[src/inc/pio_pkg.sv]
// Package of constants, codes and carriers for the programmable I/O function select block
// Behaviour
// Restore reloads factory values, keeps currents and connection type
// Fault relay code 1 closes contact without fault
// Fault relay code 2 closes contact on fault
// Operation mode: on at switch-on, off at switch-off or ramp at 30%
// Full-voltage mode: on at 100%, off at switch-off or ramp-down
// Direction mode: relay one follows input three
// Reversal needs input three code 4, relay one code 3, standard connection
// Full-voltage relay driving bypass needs bypass enable; bypass_enable is only stored and read back, it gates no relay
// Relay two codes 1-2 as relay one; code 3 brakes on off command
// No DC braking in inside-delta connection
// Input code 1 clears error status on each rise to 24 V
// Input code 2 raises external error while open
// Input code 3 is general enable; firing suppressed while open
// Input two code 4: three-wire, start input starts, input two stops
// Inputs accept OFF or codes 1-4; defaults 1, 2, OFF
// Input three code 4 high drives relay one to reverse
// Input four code 4 high applies jog voltage
// Analog output is 8 bits; OFF default disables it
// Analog source codes: current, voltage, power factor, thermal state
// Relays offer codes 1-3; defaults 1 for relay one, 2 for relay two
// With several general enables, first to open is emergency stop
// Every digital input is synchronised before decoding
package pio_pkg;

    // ==========================================================
    // Function codes
    localparam logic [2:0] PIO_OFF       = 3'h0;
    localparam logic [2:0] PIO_CODE_1    = 3'h1;
    localparam logic [2:0] PIO_CODE_2    = 3'h2;
    localparam logic [2:0] PIO_CODE_3    = 3'h3;
    localparam logic [2:0] PIO_CODE_4    = 3'h4;

    // ==========================================================
    // Factory values
    localparam logic [2:0] PIO_RST_FAULT_FN  = 3'h1;
    localparam logic [2:0] PIO_RST_RELAY1_FN = 3'h1;
    localparam logic [2:0] PIO_RST_RELAY2_FN = 3'h2;
    localparam logic [2:0] PIO_RST_IN2_FN    = 3'h1;
    localparam logic [2:0] PIO_RST_IN3_FN    = 3'h2;
    localparam logic [2:0] PIO_RST_IN4_FN    = 3'h0;
    localparam logic [2:0] PIO_RST_ANA_SEL   = 3'h0;
    localparam logic [9:0] PIO_RST_ANA_GAIN  = 10'h064;  // 1.00 in hundredths
    localparam logic [7:0] PIO_RST_JOG       = 8'h00;
    localparam logic [7:0] PIO_RST_CURRENT   = 8'h00;

    // ==========================================================
    // Voltage thresholds in percent of rated voltage
    localparam logic [7:0] PIO_PCT_LOW  = 8'h1E;  // 30 %
    localparam logic [7:0] PIO_PCT_FULL = 8'h64;  // 100 %

    // ==========================================================
    // Register byte addresses
    localparam logic [7:0] PIO_ADR_FAULT_FN  = 8'h00;
    localparam logic [7:0] PIO_ADR_RELAY1_FN = 8'h04;
    localparam logic [7:0] PIO_ADR_RELAY2_FN = 8'h08;
    localparam logic [7:0] PIO_ADR_IN2_FN    = 8'h0C;
    localparam logic [7:0] PIO_ADR_IN3_FN    = 8'h10;
    localparam logic [7:0] PIO_ADR_IN4_FN    = 8'h14;
    localparam logic [7:0] PIO_ADR_ANA_SEL   = 8'h18;
    localparam logic [7:0] PIO_ADR_ANA_GAIN  = 8'h1C;
    localparam logic [7:0] PIO_ADR_MISC      = 8'h20;
    localparam logic [7:0] PIO_ADR_JOG       = 8'h24;
    localparam logic [7:0] PIO_ADR_CUR_A     = 8'h28;
    localparam logic [7:0] PIO_ADR_CUR_B     = 8'h2C;
    localparam logic [7:0] PIO_ADR_STATUS    = 8'h30;

    // Misc register bit positions
    localparam int PIO_BIT_CONN    = 0;
    localparam int PIO_BIT_BYPASS  = 1;
    localparam int PIO_BIT_RESTORE = 2;

    // Synchroniser depth
    localparam int PIO_SYNC_STAGES = 3;

    // ==========================================================
    // Ramp controller status carrier
    typedef struct packed {
        logic       switch_on;     // Level: start order active
        logic       switch_off;    // Pulse: general switch-off order
        logic       ramp_down;     // Level: decelerating
        logic       fault;         // Level: fault present
        logic [7:0] volt_pct;      // Output voltage in percent of rated
    } pio_ramp_type;

    // Analog source carrier
    typedef struct packed {
        logic [7:0] current;
        logic [7:0] voltage;
        logic [7:0] power_factor;
        logic [7:0] thermal;
    } pio_analog_type;

endpackage

[src/hw/pio_in_sync.sv]
// Three-stage synchroniser with agreement filter for one field input
`timescale 1ns/10ps
module pio_in_sync
    import pio_pkg::*;
(
    input  wire logic clk_i,     // System clock
    input  wire logic rst_i,     // Synchronous reset
    input  wire logic pin_i,     // Raw field input
    output logic      level_o    // Filtered level
);

    logic [PIO_SYNC_STAGES-1:0] stage;

    // Shift chain; first stage feeds only the second
    always_ff @(posedge clk_i) begin
        if (rst_i) begin
            stage <= '0;
        end else begin
            stage <= {stage[PIO_SYNC_STAGES-2:0], pin_i};
        end
    end

    // Accept a change once the last two stages agree
    always_ff @(posedge clk_i) begin
        if (rst_i) begin
            level_o <= 1'b0;
        end else if (stage[1] == stage[2]) begin
            level_o <= stage[2];
        end
    end

endmodule

[src/hw/pio_function_select.sv]
// Function selection for relays, programmable inputs and analog monitor
`timescale 1ns/10ps
module pio_function_select
    import pio_pkg::*;
(
    input  wire logic           clk_i,          // 25 MHz clock
    input  wire logic           rst_i,          // Synchronous reset, high
    input  wire logic [7:0]     wb_adr_i,       // Wishbone byte address
    input  wire logic [31:0]    wb_dat_i,       // Wishbone write data
    output logic [31:0]         wb_dat_o,       // Wishbone read data
    input  wire logic           wb_we_i,        // Write enable
    input  wire logic [3:0]     wb_sel_i,       // Byte selects
    input  wire logic           wb_stb_i,       // Strobe
    input  wire logic           wb_cyc_i,       // Cycle
    output logic                wb_ack_o,       // Acknowledge
    input  wire pio_ramp_type   ramp_i,         // Ramp controller status
    input  wire pio_analog_type analog_i,       // Analog magnitudes
    input  wire logic [3:0]     din_i,          // Field inputs: start, two, three, four
    output logic                fault_relay_o,  // Fault relay coil
    output logic                relay_one_o,    // Relay one coil
    output logic                relay_two_o,    // Relay two coil
    output logic                error_reset_o,  // Pulse: clear error status
    output logic                ext_error_o,    // External error level
    output logic                fire_enable_o,  // Thyristor firing allowed
    output logic                emergency_o,    // Emergency stop latched
    output logic                start_cmd_o,    // Start command
    output logic                stop_cmd_o,     // Stop command
    output logic                reverse_o,      // Reversal requested
    output logic                jog_o,          // Jog active
    output logic [7:0]          jog_voltage_o,  // Jog voltage setting
    output logic [7:0]          analog_o,       // Analog monitor code
    output logic [9:0]          analog_gain_o   // Analog gain, hundredths
);

    // ==========================================================
    // Settings
    logic [2:0] fault_relay_function;
    logic [2:0] relay_one_function;
    logic [2:0] relay_two_function;
    logic [2:0] in_fn [1:3];          // Input two, three, four functions
    logic [2:0] analog_source_select;
    logic [9:0] analog_gain;
    logic [7:0] jog_voltage;
    logic [7:0] current_setting_a;
    logic [7:0] current_setting_b;
    logic       connection_type;
    logic       bypass_enable;
    logic       restore_defaults_setting;

    logic [3:0] din_s;
    logic [3:0] din_q;
    logic       wr;
    logic       rd;
    logic       r1_state;
    logic       r2_state;
    logic       three_wire;

    // ==========================================================
    // Input synchronisers
    genvar g;
    generate
        for (g = 0; g < 4; g++) begin : g_sync
            // synchronise inputs
            pio_in_sync u_sync (
                .clk_i   (clk_i),
                .rst_i   (rst_i),
                .pin_i   (din_i[g]),
                .level_o (din_s[g])
            );
        end
    endgenerate

    // Previous filtered level for edge detection
    always_ff @(posedge clk_i) begin
        if (rst_i) begin
            din_q <= '0;
        end else begin
            din_q <= din_s;
        end
    end

    // ==========================================================
    // Wishbone slave, one wait-free cycle answer
    assign wr = wb_cyc_i & wb_stb_i & wb_we_i & ~wb_ack_o & wb_sel_i[0];
    assign rd = wb_cyc_i & wb_stb_i & ~wb_ack_o;

    // Acknowledge one cycle after the request
    always_ff @(posedge clk_i) begin
        if (rst_i) begin
            wb_ack_o <= 1'b0;
        end else begin
            wb_ack_o <= wb_cyc_i & wb_stb_i & ~wb_ack_o;
        end
    end

    // Setting registers and factory restore
    always_ff @(posedge clk_i) begin
        // reload factory values, currents and connection kept
        if (rst_i || restore_defaults_setting) begin
            fault_relay_function     <= PIO_RST_FAULT_FN;
            relay_one_function       <= PIO_RST_RELAY1_FN;
            relay_two_function       <= PIO_RST_RELAY2_FN;
            in_fn[1]                 <= PIO_RST_IN2_FN;
            in_fn[2]                 <= PIO_RST_IN3_FN;
            in_fn[3]                 <= PIO_RST_IN4_FN;
            analog_source_select     <= PIO_RST_ANA_SEL;
            analog_gain              <= PIO_RST_ANA_GAIN;
            jog_voltage              <= PIO_RST_JOG;
            bypass_enable            <= 1'b0;
            restore_defaults_setting <= 1'b0;
            if (rst_i) begin
                current_setting_a    <= PIO_RST_CURRENT;
                current_setting_b    <= PIO_RST_CURRENT;
                connection_type      <= 1'b0;
            end
        end else if (wr) begin
            case (wb_adr_i)
                PIO_ADR_FAULT_FN: begin
                    if (wb_dat_i[2:0] == PIO_CODE_1 || wb_dat_i[2:0] == PIO_CODE_2) begin
                        fault_relay_function <= wb_dat_i[2:0];
                    end
                end
                // relay codes 1 to 3 only
                PIO_ADR_RELAY1_FN: begin
                    if (wb_dat_i[2:0] != PIO_OFF && wb_dat_i[2:0] <= PIO_CODE_3) begin
                        relay_one_function <= wb_dat_i[2:0];
                    end
                end
                PIO_ADR_RELAY2_FN: begin
                    if (wb_dat_i[2:0] != PIO_OFF && wb_dat_i[2:0] <= PIO_CODE_3) begin
                        relay_two_function <= wb_dat_i[2:0];
                    end
                end
                // inputs accept OFF to code 4
                PIO_ADR_IN2_FN, PIO_ADR_IN3_FN, PIO_ADR_IN4_FN: begin
                    if (wb_dat_i[2:0] <= PIO_CODE_4) begin
                        in_fn[wb_adr_i[4:2] - 3'h2] <= wb_dat_i[2:0];
                    end
                end
                PIO_ADR_ANA_SEL: begin
                    if (wb_dat_i[2:0] <= PIO_CODE_4) begin
                        analog_source_select <= wb_dat_i[2:0];
                    end
                end
                PIO_ADR_ANA_GAIN: begin
                    analog_gain <= wb_dat_i[9:0];
                end
                PIO_ADR_MISC: begin
                    connection_type          <= wb_dat_i[PIO_BIT_CONN];
                    bypass_enable            <= wb_dat_i[PIO_BIT_BYPASS];
                    restore_defaults_setting <= wb_dat_i[PIO_BIT_RESTORE];
                end
                PIO_ADR_JOG: begin
                    jog_voltage <= wb_dat_i[7:0];
                end
                PIO_ADR_CUR_A: begin
                    current_setting_a <= wb_dat_i[7:0];
                end
                PIO_ADR_CUR_B: begin
                    current_setting_b <= wb_dat_i[7:0];
                end
                default: begin
                end
            endcase
        end
    end

    // Read data, registered with the acknowledge
    always_ff @(posedge clk_i) begin
        if (rst_i) begin
            wb_dat_o <= '0;
        end else if (rd) begin
            case (wb_adr_i)
                PIO_ADR_FAULT_FN:  wb_dat_o <= {29'h0, fault_relay_function};
                PIO_ADR_RELAY1_FN: wb_dat_o <= {29'h0, relay_one_function};
                PIO_ADR_RELAY2_FN: wb_dat_o <= {29'h0, relay_two_function};
                PIO_ADR_IN2_FN:    wb_dat_o <= {29'h0, in_fn[1]};
                PIO_ADR_IN3_FN:    wb_dat_o <= {29'h0, in_fn[2]};
                PIO_ADR_IN4_FN:    wb_dat_o <= {29'h0, in_fn[3]};
                PIO_ADR_ANA_SEL:   wb_dat_o <= {29'h0, analog_source_select};
                PIO_ADR_ANA_GAIN:  wb_dat_o <= {22'h0, analog_gain};
                PIO_ADR_MISC: begin
                    wb_dat_o <= {29'h0, restore_defaults_setting, bypass_enable,
                                 connection_type};
                end
                PIO_ADR_JOG:       wb_dat_o <= {24'h0, jog_voltage};
                PIO_ADR_CUR_A:     wb_dat_o <= {24'h0, current_setting_a};
                PIO_ADR_CUR_B:     wb_dat_o <= {24'h0, current_setting_b};
                PIO_ADR_STATUS: begin
                    wb_dat_o <= {20'h0, din_s, emergency_o, ext_error_o,
                                 fire_enable_o, jog_o, reverse_o, fault_relay_o,
                                 relay_two_o, relay_one_o};
                end
                default:           wb_dat_o <= '0;
            endcase
        end
    end

    // ==========================================================
    // Relay function state machines
    // Operation / full-voltage mode latch for one relay
    function automatic logic relay_next(input logic [2:0] fn, input logic cur,
                                        input pio_ramp_type r);
        logic nxt;
        nxt = cur;
        if (fn == PIO_CODE_1) begin
            // on at switch-on, off at switch-off or low ramp voltage
            if (r.switch_off || (r.ramp_down && r.volt_pct <= PIO_PCT_LOW)) begin
                nxt = 1'b0;
            end else if (r.switch_on && !r.ramp_down) begin
                nxt = 1'b1;
            end
        end else if (fn == PIO_CODE_2) begin
            // on at full voltage, off at switch-off or ramp-down
            if (r.switch_off || r.ramp_down) begin
                nxt = 1'b0;
            end else if (r.switch_on && r.volt_pct >= PIO_PCT_FULL) begin
                nxt = 1'b1;
            end
        end else begin
            nxt = 1'b0;
        end
        return nxt;
    endfunction

    // Relay state latches
    always_ff @(posedge clk_i) begin
        if (rst_i) begin
            r1_state <= 1'b0;
            r2_state <= 1'b0;
        end else begin
            r1_state <= relay_next(relay_one_function, r1_state, ramp_i);
            // relay two codes 1-2 as relay one
            r2_state <= relay_next(relay_two_function, r2_state, ramp_i);
        end
    end

    // Relay coil drives
    always_ff @(posedge clk_i) begin
        if (rst_i) begin
            relay_one_o   <= 1'b0;
            relay_two_o   <= 1'b0;
            fault_relay_o <= 1'b0;
        end else begin
            // follow input three; R16 reversal
            relay_one_o <= (relay_one_function == PIO_CODE_3)
                         ? (din_s[2] && in_fn[2] == PIO_CODE_4 && !connection_type) : r1_state;
            // DC brake on off command
            relay_two_o <= (relay_two_function == PIO_CODE_3)
                         ? (!ramp_i.switch_on && !connection_type) : r2_state;
            // fault relay polarity
            fault_relay_o <= (fault_relay_function == PIO_CODE_2) ? ramp_i.fault
                                                                   : !ramp_i.fault;
        end
    end

    // ==========================================================
    // Programmable input decoding
    always_ff @(posedge clk_i) begin
        if (rst_i) begin
            error_reset_o <= 1'b0;
            ext_error_o   <= 1'b0;
            fire_enable_o <= 1'b0;
        end else begin
            // rising edge resets error
            error_reset_o <= ((in_fn[1] == PIO_CODE_1) && din_s[1] && !din_q[1])
                          || ((in_fn[2] == PIO_CODE_1) && din_s[2] && !din_q[2])
                          || ((in_fn[3] == PIO_CODE_1) && din_s[3] && !din_q[3]);
            // open input raises error
            ext_error_o   <= ((in_fn[1] == PIO_CODE_2) && !din_s[1])
                          || ((in_fn[2] == PIO_CODE_2) && !din_s[2])
                          || ((in_fn[3] == PIO_CODE_2) && !din_s[3]);
            // enable needs every enable input closed
            fire_enable_o <= !(((in_fn[1] == PIO_CODE_3) && !din_s[1])
                          ||   ((in_fn[2] == PIO_CODE_3) && !din_s[2])
                          ||   ((in_fn[3] == PIO_CODE_3) && !din_s[3]));
        end
    end

    // Emergency stop latch: first enable input to open
    always_ff @(posedge clk_i) begin
        if (rst_i) begin
            emergency_o <= 1'b0;
        end else if (!fire_enable_o) begin
            // first opening enable stops
            emergency_o <= 1'b1;
        end else if (error_reset_o) begin
            emergency_o <= 1'b0;
        end
    end

    assign three_wire = (in_fn[1] == PIO_CODE_4);

    // Start, stop, reversal and jog commands
    always_ff @(posedge clk_i) begin
        if (rst_i) begin
            start_cmd_o   <= 1'b0;
            stop_cmd_o    <= 1'b0;
            reverse_o     <= 1'b0;
            jog_o         <= 1'b0;
            jog_voltage_o <= PIO_RST_JOG;
        end else begin
            // three-wire start and stop
            start_cmd_o   <= three_wire ? (din_s[0] && !din_q[0]) : din_s[0];
            stop_cmd_o    <= three_wire ? !din_s[1] : !din_s[0];
            reverse_o     <= (in_fn[2] == PIO_CODE_4) && din_s[2];
            // jog while input four high
            jog_o         <= (in_fn[3] == PIO_CODE_4) && din_s[3];
            jog_voltage_o <= jog_voltage;
        end
    end

    // ==========================================================
    // Analog monitor source select
    always_ff @(posedge clk_i) begin
        if (rst_i) begin
            analog_o      <= 8'h00;
            analog_gain_o <= PIO_RST_ANA_GAIN;
        end else begin
            analog_gain_o <= analog_gain;
            // source select, OFF gives zero
            case (analog_source_select)
                PIO_CODE_1: analog_o <= analog_i.current;
                PIO_CODE_2: analog_o <= analog_i.voltage;
                PIO_CODE_3: analog_o <= analog_i.power_factor;
                PIO_CODE_4: analog_o <= analog_i.thermal;
                default:    analog_o <= 8'h00;
            endcase
        end
    end

endmodule

[config.mk]
export PLATFORM = sky130hd
export DESIGN_NAME = pio_function_select
export DESIGN_NICKNAME = d
export VERILOG_FILES = /design/src/inc/pio_pkg.sv /design/src/hw/pio_in_sync.sv /design/src/hw/pio_function_select.sv
export SDC_FILE = /design/constraint.sdc
export NUM_CORES = 1
export LEC_CHECK = 0
export BUFFER_PORTS_ARGS = -buffer_cell sky130_fd_sc_hd__buf_2
export CORE_MARGIN = 3
export CORE_UTILIZATION = 30
export CTS_CLUSTER_DIAMETER = 40
export DETAILED_ROUTE_END_ITERATION = 6
export GPL_TIMING_DRIVEN = 1
export PLACE_DENSITY = 0.53
export SLEW_MARGIN = 20
export SYNTH_ARGS = -nofsm -noshare
export SYNTH_HDL_FRONTEND = slang
export SYNTH_HIERARCHICAL = 1
export SYNTH_SLANG_ARGS = --single-unit
[constraint.sdc]
create_clock -name clk_i -period 2.2 [get_ports clk_i]
set_clock_uncertainty 0.2 [all_clocks]
set_input_delay 0.33 -clock clk_i [delete_from_list [all_inputs] [get_ports clk_i]]
set_output_delay 0.33 -clock clk_i [all_outputs]
set_load 0.1 [all_outputs]
; ---- After elaboration in Yosys (flattened, before gate mapping)
; Memory sizes are Yosys's and may differ from the RTL's.
; Cells that the tools add are included.
; Widths: inputs -> output; s select.
[op_classes]
add_sub_neg = 1
magnitude_cmp = 4
eq_ne = 47
muxes = 38
bitwise = 6
reduce_logical = 64
[op_table]
columns = op, n
row1 = $pmux 12 s13, 1
row2 = $mux 8, 7
row3 = $eq 3x2->1 const B, 14
row4 = $eq 8x6->1 const B, 5
row5 = $eq 8x5->1 const B, 4
row6 = $pmux 8 s4, 1
row7 = $mux 1, 27
row8 = $eq 3x1->1 const B, 7
row9 = $logic_and 1x1->1, 21
row10 = $reduce_and 3->1, 7
row11 = $eq 8x4->1 const B, 2
row12 = $logic_not 1->1, 13
row13 = $eq 3x3->1 const B, 4
row14 = $logic_or 1x1->1, 10
row15 = $reduce_and 2->1, 5
row16 = $eq 8x3->1 const B, 1
row17 = $ge 8x7->1 const B, 1
row18 = $le 8x5->1 const B, 1
row19 = $logic_not 8->1, 1
row20 = $reduce_bool 2->1, 4
row21 = $ne 3x1->1 const B, 2
row22 = $reduce_or 3->1, 2
row23 = $and 1x1->1, 5
row24 = $eq 1x1->1, 4
row25 = other kinds (10), 11
[word_totals]
reg_bits = 141
mem_bits_rw = 9
output_inout_bits = 70
elab_cells = 199
memories = 1
[mem_list]
columns = memory, words, word_bits, read_ports, rd_ports_with_merged_regs, write_ports, line_no
row1 = in_fn, 3, 3, 3, 0, 3, pio_function_select.sv:40  ; logic [2:0] in_fn [1:3];

; ---- Depth between registers and ports, before layout
; Gate-level depths: netlist (run 1).
[depth]
depth_word = 9
depth_mapped = 8
depth_no_buf = 5

; ---- Modules after synthesis
; Netlist (run 1), hierarchy kept.
[by_module_without_submodules]
columns = module, instances, cells_per_inst, area_each_um2, seq_area_each_um2
row1 = pio_function_select, 1, 508, 5104.9, 2542.4
row2 = pio_in_sync, 4, 10, 112.6, 80.1

; ---- Worst setup path before layout (run 1)
; OpenSTA, ideal clock, no wires.
[synth_timing]
path_kind = reg2reg
start = register wb_ack_o
end = memory in_fn[2][0] (enable)
arrival_time_ns = 2.010
path_slack_ns = -0.312
path_stages_with_launch = 6
path_cell_list = dfxtp_1 > nand3b_1 > nor2_2 > nand4_2 > or2_2 > nand2_1
[synth_lines]
columns = item, line_no
row1 = "start, declared", pio_function_select.sv:15  ; output logic wb_ack_o,
row2 = "start signal, assigned", pio_function_select.sv:92  ; wb_ack_o <= wb_cyc_i & wb_stb_i & ~wb_ack_o;
row3 = "end, declared", pio_function_select.sv:40

; ---- Final worst setup path (run 1)
[layout_timing]
start = register analog_source_select[1]
end = register analog_o[4]
[layout_between]
elab_chain_cells = 2
elab_cells_between_ends = 5
[layout_lines]
columns = item, line_no
row1 = "start, declared", pio_function_select.sv:41  ; logic [2:0] analog_source_select;
row2 = "start signal, assigned", pio_function_select.sv:142  ; analog_source_select <= wb_dat_i[2:0];
row3 = $eq 3x3->1 (tied with other cells), pio_function_select.sv:322  ; case (analog_source_select)
row4 = $pmux 8 s4 (*), pio_function_select.sv:322
row5 = "end signal, assigned", pio_function_select.sv:323  ; PIO_CODE_1: analog_o <= analog_i.current;
row6 = "end signal, assigned", pio_function_select.sv:324  ; PIO_CODE_2: analog_o <= analog_i.voltage;
row7 = "end signal, assigned", pio_function_select.sv:325  ; PIO_CODE_3: analog_o <= analog_i.power_factor;
row8 = "end, declared", pio_function_select.sv:31  ; output logic [7:0] analog_o,
; Mark *: on every way between the ends. The rest lies on a longest branch, timed or not.
; A chain may end at the register's enable or synchronous reset.

==> metrics, run 1 <==
outcome=complete, no violations; fraction of layout cells with a size suffix above 1=0.314; CP Data Required Time=between 2 and 2.5 ns; vias in the first global route=4,642; post-place setup slack=-0.0942 ns; leading area contributor after synthesis=dfxtp_1; Port Buffers=~120; crit start category=flop; clock transition at the registers of the reported paths=~0.060 ns; via count=~4,800; Post-DRT Antenna Nets=0; die area=between 20,000 and 25,000 um^2; EDFF count, synth=26; root buffer cell=clkbuf_16; Sink Count=130; top cell type's share of synthesized area=0.375; synthesized cell area=around 5600 um^2; CTS Buf Count=17; First-pass DRT Iterations=5; Die H=142 um; drt via density=roughly 4.9; num rows=49; Mapped Avg Cell Area=slightly above 10 um^2; initial core utilization=0.307; crit share post-route=0.927; synth cell count leaders=dfxtp_1 (104), nor2_1 (74), nor2b_1 (38), nand2_1 (35), mux2i_1 (32); # placed instances=~920; core area=about 18,000 um^2; count leader, synth=dfxtp_1; max-slew violations=0; Crit. End Element=flop; Worst Hold Class=primary input to flop; initial antenna violation count=0; PnR worst setup slack=around 0.16 ns; pwr/cell area=roughly 760 nW/um^2; Starting DRT DRC Count=around 300; overflow left after global routing=0; Layout Cells excl Fill=around 1,000; Ant. Diodes=0; Synth async-reset ratio=0; max_cap viols=0; Worst Setup Path Type=flop to flop; post-layout min period=2.04 ns; clk buf depth=2; Ports=about 170; Power, Total=~5.7 mW; global-route wire length before repair=about 26,000 um; Synth cell types=71; Skew-Pair Late Insertion Delay=0.42 ns; Layout area overhead=33.2%; CTS H-Tree Depth=4; Peak VDD IR=between 0.6 and 0.7 mV; Max Clk Rate=0.491 GHz; final setup violation count=0; die width=between 100 and 150 um; hold violation count in the final report=0; post-CTS setup buffer count=0; DRC Markers=0; all-layer global routing usage=0.164; DRT Wirelength=about 16,000 um; Worst Path Arrival=2.12 ns; sequential area share after synthesis=0.515; Yosys warning count=6; largest net degree at the start of global routing=53; GPL Wtd Cong=0.865; HPWL after DPL=~13,000 um; CP max FO=8; RSZ-0062 raised after global routing=no; number of synthesized register bits=130; CTS tree=done; worst-margin pin slew=approximately 0.61 ns; Final #Nets=between 800 and 900; reg-to-reg setup timing slack=between 0.15 and 0.2 ns; wire per inst=roughly 17 um; top_reg_cell synth=dfxtp_1; slew margin rel.=0.593; synth top area cells=dfxtp_1 (37%), edfxtp_1 (14%), mux2i_1 (5.8%); P_leak=about 3.2 nW; Post-Synthesis Cells=~550; setup_tns=0 ns
==> critical path, cell delays in order, from the launching register on <==
cell           delay [ns]
dfxtp_2              0.36
nor2b_2              0.21
a22oi_1              0.19
nor2_1               0.07
a221oi_1             0.25
dlygate4sd3_1        0.60
nor2_1               0.04
==> logic make-up after synthesis <==
group / count (synthesis) / share of synthesized area
muxes: 42 / 0.0820
DFF: 130 / 0.515
xor gates and xnor gates: 2 / 0.00315
and+or+nand+nor: 232 / 0.225
buffers and inverters: 49 / 0.0505
AOI/OAI and AO/OA: 92 / 0.123
other: 1 / 0.000675
==> flip-flops by register name, summed over array words and instances, names as in the netlist, 9 cells and up <==
signal / count
g_sync.u_sync/stage: 12
wb_dat_o: 12
analog_gain: 10
analog_gain_o: 10
in_fn: 9
==> layer usage <==
| metal | track usage | share of wire | wire length [um] |
|---|---|---|---|
| met2 | 0.252 | 0.46 | 7470 |
| met3 | 0.0454 | 0.065 | 1070 |
| met1 | 0.222 | 0.45 | 7450 |
| met5 | 0 | 0 | 0 |
| met4 | 0.0591 | 0.026 | 432 |
==> metrics by stage <==
stage | hold WS [ns] | cell area [um^2] | utilization
after floorplan | 0.193 | 5640 | -
after global placement | 0.214 | 6650 | 0.368
after detailed placement | 0.224 | 6650 | 0.368
after CTS | 0.00528 | 7390 | 0.408
after global routing | 0.0173 | 7400 | 0.409
final | 0.00510 | 7400 | 0.409
==> what timing repair did <==
item                                    4_1_cts  5_1_grt
gates resized for setup                       0        6
endpoints found under the setup margin        0        5
hold buffers                                 21        0
hold endpoints to repair                     17        0
==> layout by cell type (no fill, tap or decap), types with 18 or more instances in the layout <==
master and instances:
mux2i_1 32, buf_4 44, nand2_1 35, dfxtp_1 100, edfxtp_1 26, conb_1 20
nor2_1 74, dlygate4sd3_1 21, nor2b_1 36, clkbuf_16 18, buf_2 121
==> final cells by class <==
cell class              count  area, um^2
fillers                  1810       10700
flip-flops and latches    130        2870
multi-input cells         388        2500
repair buffers            189        1210
clock buffers              23         469
well taps                 229         287
clock inverters             9        55.1
inverters                   4        15.0
==> final timing paths <==
kind / start / end / cells past startpoint
setup / recovery: analog_source_select[1] / analog_o[4] / 6
hold / removal: analog_i[5] / analog_o[5] / 3
setup reg to reg: analog_source_select[1] / analog_o[4] / 6
hold reg to reg: din_q[0] / start_cmd_o / 1
==> report_power, final <==
part / total, mW / internal [mW] / switching (mW)
Clock: 2.52 / 1.50 / 1.02
Sequential: 2.51 / 2.48 / 0.0286
Combinational: 0.627 / 0.188 / 0.439
No activity file was read; power rests on OpenSTA's default activity.
==> run 2, diff against run 1 <==
--- a/config.mk
+++ b/config.mk
@@ -11,7 +11,8 @@
 export CTS_CLUSTER_DIAMETER = 40
 export DETAILED_ROUTE_END_ITERATION = 6
 export GPL_TIMING_DRIVEN = 1
-export PLACE_DENSITY = 0.53
+export PLACE_DENSITY = 0.48
+export RECOVER_POWER = 25
 export SLEW_MARGIN = 20
 export SYNTH_ARGS = -nofsm -noshare
 export SYNTH_HDL_FRONTEND = slang
==> run 2 against run 1 <==
  * Final area grew 2.2%
  * Global-route usage rose by 0.43 points
  * Die area is the same
  * Count of clock-buffer cells in the layout fell by 1
  * Critical path depth down 2
  * Largest power group unchanged
  * Non-clock buffer count rose by 11
  * Sequential share of layout area shrank 0.83 points
  * Combinational power up 0.6%
  * Critical path type unchanged
  * Hold slack improved by 0.018 ns
  * Utilization up 0.89 points
==> metrics, run 2 (synthesized netlist as in run 1, its figures left out) <==
Net Switching=approximately 1.5 mW; clock transition at the registers of the reported paths=around 0.06 ns; Layout Cells excl Fill=roughly 1,000; final core occ=0.418; CTS tree=done; post-CTS setup buffer count=0; Die H=about 140 um; core area=18,100 um^2; Reg area=roughly 2900 um^2; Max Clk Rate=about 0.48 GHz; Port Buffers=121; CP max FO=8; pwr/cell area=about 780 nW/um^2; commonest non-fill, non-tap cell in the layout=buf_2; Skew-Pair Late Insertion Delay=about 0.42 ns; initial core utilization=0.307; num rows=49; largest registers=g_sync.u_sync/stage x12, wb_dat_o x12; initial antenna violation count=0; via count=around 4,800; crit share post-route=0.952; hold path depth=3; Worst Path Arrival=slightly below 2 ns; clk buf depth=2; outcome=complete, no violations; GPL Wtd Cong=0.878; Fillers=1,766; crit start category=flop; max incr delay on CP=approximately 0.38 ns; HPWL after DPL=~13,000 um; cells along the critical path=nand3b_1 -> buf_4 -> nor3_1 -> a31o_2; max_cap viols=0; Critical-path top delay cell=a31o_2; DRC Markers=0; Starting DRT DRC Count=294; root buffer cell=clkbuf_16; # placed instances=between 900 and 1,000; DRT Wirelength=approximately 17,000 um; Flop pwr share=0.424; Final #Nets=838; global-route wire length before repair=approximately 26,000 um; Buffers & Inverters on Critical Path=1; Worst Setup Path Type=flop to flop; fraction of layout cells with a size suffix above 1=0.318; die area=about 20,000 um^2; post-route design area=between 7000 and 8000 um^2; Post-DRT Antenna Nets=0; CTS Buf Count=17; Switching Share=0.259; dpl cell area=around 6700 um^2; Sink Count=130; drt via density=approximately 4.9; P_leak=~3.2 nW; Layout area overhead=36.1%; Power, Total=5.92 mW; final setup violation count=0; overflow left after global routing=0; vias in the first global route=roughly 4,700; post-place setup slack=-0.0279 ns; setup_tns=0 ns; die width=142 um; post-layout min period=2.09 ns; RSZ-0062 raised after global routing=no; hold_ws=about 0.023 ns; Comb power frac=0.107; Cell Int Power=4.39 mW; wire per inst=17.5 um; all-layer global routing usage=0.168; Worst Hold Class=primary input to flop; Top delay family on crit path=simple AND/OR/NAND/NOR gates; clock power share=0.469; hold violation count in the final report=0; PnR worst setup slack=between 0.1 and 0.15 ns; CP Data Required Time=~2.1 ns; CP Depth=4; worst-margin pin slew=0.940 ns; area of the multi-input gates=~2500 um^2; First-pass DRT Iterations=6; Crit. End Element=flop; max-slew violations=0; Ports=around 170; Reg2Reg Depth=4; slew margin rel.=0.373; CTS H-Tree Depth=4; most frequent cells in the layout=buf_2 (120), dfxtp_1 (100), nor2_1 (74); Peak VDD IR=around 0.49 mV; largest net degree at the start of global routing=43
run 2: cell count changes in the layout (fill, tap and decap cells not counted), moves of 2 or more:
cell,change
clkbuf_8,+3
clkinv_2,-3
clkbuf_1,-2
inv_6,+2
and2_1,-5
dlygate4sd3_1,+6
buf_4,+3
and2_0,+5
run 2: area by class of cell:
type	count	area share
clock inverter	10	0.0122
inverter	4	0.00199
multi-input combinational	388	0.331
antenna	1	0.000331
timing repair buffer	200	0.171
clock buffer	22	0.0655
tap	229	0.0379
sequential	130	0.380
run 2: power groups by stage:
stage | clock, mW | sequential (mW) | combinational [mW]
3_5_place_dp | 0 | 2.56 | 0.594
2_1_floorplan | 0 | 2.63 | 0.341
3_3_place_gp | 0 | 2.56 | 0.588
4_1_cts | 2.83 | 2.51 | 0.631
6_report | 2.78 | 2.51 | 0.631
5_1_grt | 2.94 | 2.52 | 0.668
run 2: timing repair:
action                                  4_1_cts  5_1_grt
endpoints found under the hold margin        22        0
endpoints found under the setup margin        0        4
hold buffers                                 27        0
resized for setup                             0        7
run 2: routing by layer:
metal / global-route usage / wire [um] / share of wire / vias to the layer above
met5: 0 / 0 / 0 / -
met4: 0.0551 / 283 / 0.016 / 0
met3: 0.0376 / 785 / 0.046 / 22
met2: 0.277 / 8350 / 0.49 / 174
met1: 0.219 / 7770 / 0.45 / 2326
li1: - / - / - / 2322
run 2: worst paths after layout:
check | startpoint | to | slack [ns]
max | wb_ack_o | current_setting_b[6] | 0.11
min | wb_dat_i[4] | analog_gain[4] | 0.02
max reg2reg | wb_ack_o | current_setting_b[6] | 0.11
min reg2reg | din_q[0] | start_cmd_o | 0.23
run 2: tightest hold or removal path, cell delays in order:
cell and delay, ns:
buf_2 0.13, mux2i_1 0.08, nor2_1 0.07
==> run 3, diff against run 2 <==
--- a/config.mk
+++ b/config.mk
@@ -16,5 +16,4 @@
 export SLEW_MARGIN = 20
 export SYNTH_ARGS = -nofsm -noshare
 export SYNTH_HDL_FRONTEND = slang
-export SYNTH_HIERARCHICAL = 1
 export SYNTH_SLANG_ARGS = --single-unit
==> run 3 against run 2 <==
  * Global-route usage rose by 0.47 points
  * Count of clock-buffer cells in the layout fell by 3
  * Final area rose by 0.22%
  * Utilization fell by 0.19 points
  * Area after synthesis rose by 1.3%
  * Synthesized cell count rose by 0.55%
  * Sequential cell count did not move
  * Setup slack got worse by 0.035 ns
  * Hold slack improved by 0.0048 ns
  * Combinational power fell by 7.9%
  * First-iteration DRC count fell by 1.7%
  * Critical path type unchanged
==> metrics, run 3 <==
pwr/cell area=between 800 and 900 nW/um^2; Peak VDD IR=around 0.45 mV; all-layer global routing usage=0.173; fraction of layout cells with a size suffix above 1=0.302; dpl cell area=about 6700 um^2; Ant. Diodes=0; initial antenna violation count=0; Port Buffers=between 100 and 150; GPL Wtd Cong=0.878; Buffers & Inverters on Critical Path=1; sequential area share after synthesis=0.509; drt via density=4.95; largest registers=g_sync.u_sync.stage x12, wb_dat_o x12; die width=about 140 um; Post-DRT Antenna Nets=0; Worst Setup Path Type=flop to flop; top cell type's share of synthesized area=0.370; Crit path top cell by count=nor2_1; hold_ws=~0.028 ns; worst-margin pin slew=0.709 ns; number of synthesized register bits=between 100 and 150; Worst Hold Class=primary input to flop; die area=slightly above 20,000 um^2; Skew-Pair Late Insertion Delay=around 0.42 ns; synth cell count leaders=dfxtp_1 (104), nor2_1 (64), nor2b_1 (40), mux2i_1 (35), edfxtp_1 (26); P_leak=3.13 nW; Critical-path top delay cell=dlygate4sd3_1; core area=18,200 um^2; max incr delay on CP=between 0.6 and 0.7 ns; Yosys warning count=0; Sink Count=130; root buffer cell=clkbuf_16; HPWL after DPL=roughly 13,000 um; Layout area overhead=34.7%; Synth cell types=70; post-layout min period=2.13 ns; post-route design area=between 7000 and 8000 um^2; First-pass DRT Iterations=5; EDFF count, synth=26; cells along the critical path=nor2_1 -> and2_1 -> a221oi_1 -> dlygate4sd3_1 -> nor2_1; CTS Buf Count=17; num rows=49; Worst Path Arrival=2.21 ns; global-route wire length before repair=roughly 27,000 um; Ports=around 170; leading area contributor after synthesis=dfxtp_1; DRT Wirelength=between 15,000 and 20,000 um; final setup violation count=0; CTS tree=done; top_reg_cell synth=dfxtp_1; Starting DRT DRC Count=approximately 290; Power, Total=slightly above 6 mW; crit share post-route=0.968; Top delay family on crit path=buffers and inverters; CP max FO=9; largest net degree at the start of global routing=37; clock transition at the registers of the reported paths=approximately 0.06 ns; via count=~4,800; setup_tns=0 ns; clk buf depth=2; post-CTS setup buffer count=0; CTS H-Tree Depth=4; Layout Cells excl Fill=a little under 1,000; DRC Markers=0; crit start category=flop; Final #Nets=roughly 830; slew margin rel.=0.527; CP Data Required Time=approximately 2.3 ns; synthesized cell area=about 5600 um^2; # placed instances=~900; PnR worst setup slack=0.0711 ns; hold violation count in the final report=0; synth top area cells=dfxtp_1 (37%), edfxtp_1 (14%), mux2i_1 (6.2%); RSZ-0062 raised after global routing=yes; Crit. End Element=flop; final core occ=0.416; count leader, synth=dfxtp_1; initial core utilization=0.309; Die H=~140 um; Synth async-reset ratio=0; commonest non-fill, non-tap cell in the layout=buf_2; overflow left after global routing=0; post-place setup slack=-0.0242 ns; vias in the first global route=around 4,800; wire per inst=between 15 and 20 um; most frequent cells in the layout=buf_2 (120), dfxtp_1 (102), nor2_1 (64); max_cap viols=0; Post-Synthesis Cells=551; Mapped Avg Cell Area=10.2 um^2; max-slew violations=0; outcome=complete, no violations; Max Clk Rate=around 0.47 GHz
run 3: changes by cell type in the layout (fill, tap and decap cells not counted), sizes merged, moves of 4 or more:
cell,delta
nor2,-10
a22o,+9
nand2,-9
nor3,-9
and2,+7
buf,-7
o21ai,-7
a22oi,+6
nand3,+5
nor4b,+5
clkbuf,-4
run 3: kinds of logic after synthesis:
group,synth area share
AOI/OAI and AO/OA,0.139
muxes,0.0723
buffers and inverters,0.0534
xor gates and xnor gates,0.00156
and+or+nand+nor,0.224
DFF,0.509
other,0.000667
run 3: layer usage:
layer	up-vias	track usage	routed length, um
met2	161	0.279	8020
met4	0	0.0750	619
met1	2279	0.224	7900
met5	-	0	0
met3	46	0.0375	837
li1	2335	-	-
run 3: cell type report:
| type | instances | area (um^2) |
|---|---|---|
| fillers | 1787 | 10600 |
| well taps | 229 | 287 |
| flip-flops and latches | 130 | 2870 |
| repair buffers | 193 | 1240 |
| multi-input cells | 387 | 2540 |
| clock inverters | 13 | 160 |
| clock buffers | 19 | 475 |
| inverters | 2 | 7.51 |
run 3: tightest hold or removal path, stage by stage:
cell	delay, ns
buf_2	0.10
o31a_1	0.13
nor2_1	0.04
run 3: final timing paths:
| kind | from | endpoint | slack [ns] | cells after the start |
|---|---|---|---|---|
| hold reg to reg | din_q[0] | start_cmd_o | 0.22 | 1 |
| setup reg to reg | analog_source_select[0] | analog_o[4] | 0.07 | 5 |
| setup / recovery | analog_source_select[0] | analog_o[4] | 0.07 | 5 |
| hold / removal | ramp_i[11] | relay_two_o | 0.03 | 3 |
run 3: timing repair:
action | 4_1_cts | 5_1_grt
hold buffers | 28 | 0
resized for setup | 0 | 4
setup endpoints to repair | 0 | 9
endpoints found under the hold margin | 24 | 0
run 3: power breakdown:
part | leakage, nW | total (mW) | internal (mW) | switching, mW
Combinational | 1.73 | 0.581 | 0.172 | 0.409
Clock | 0.311 | 3.00 | 1.84 | 1.16
Sequential | 1.09 | 2.51 | 2.48 | 0.0276
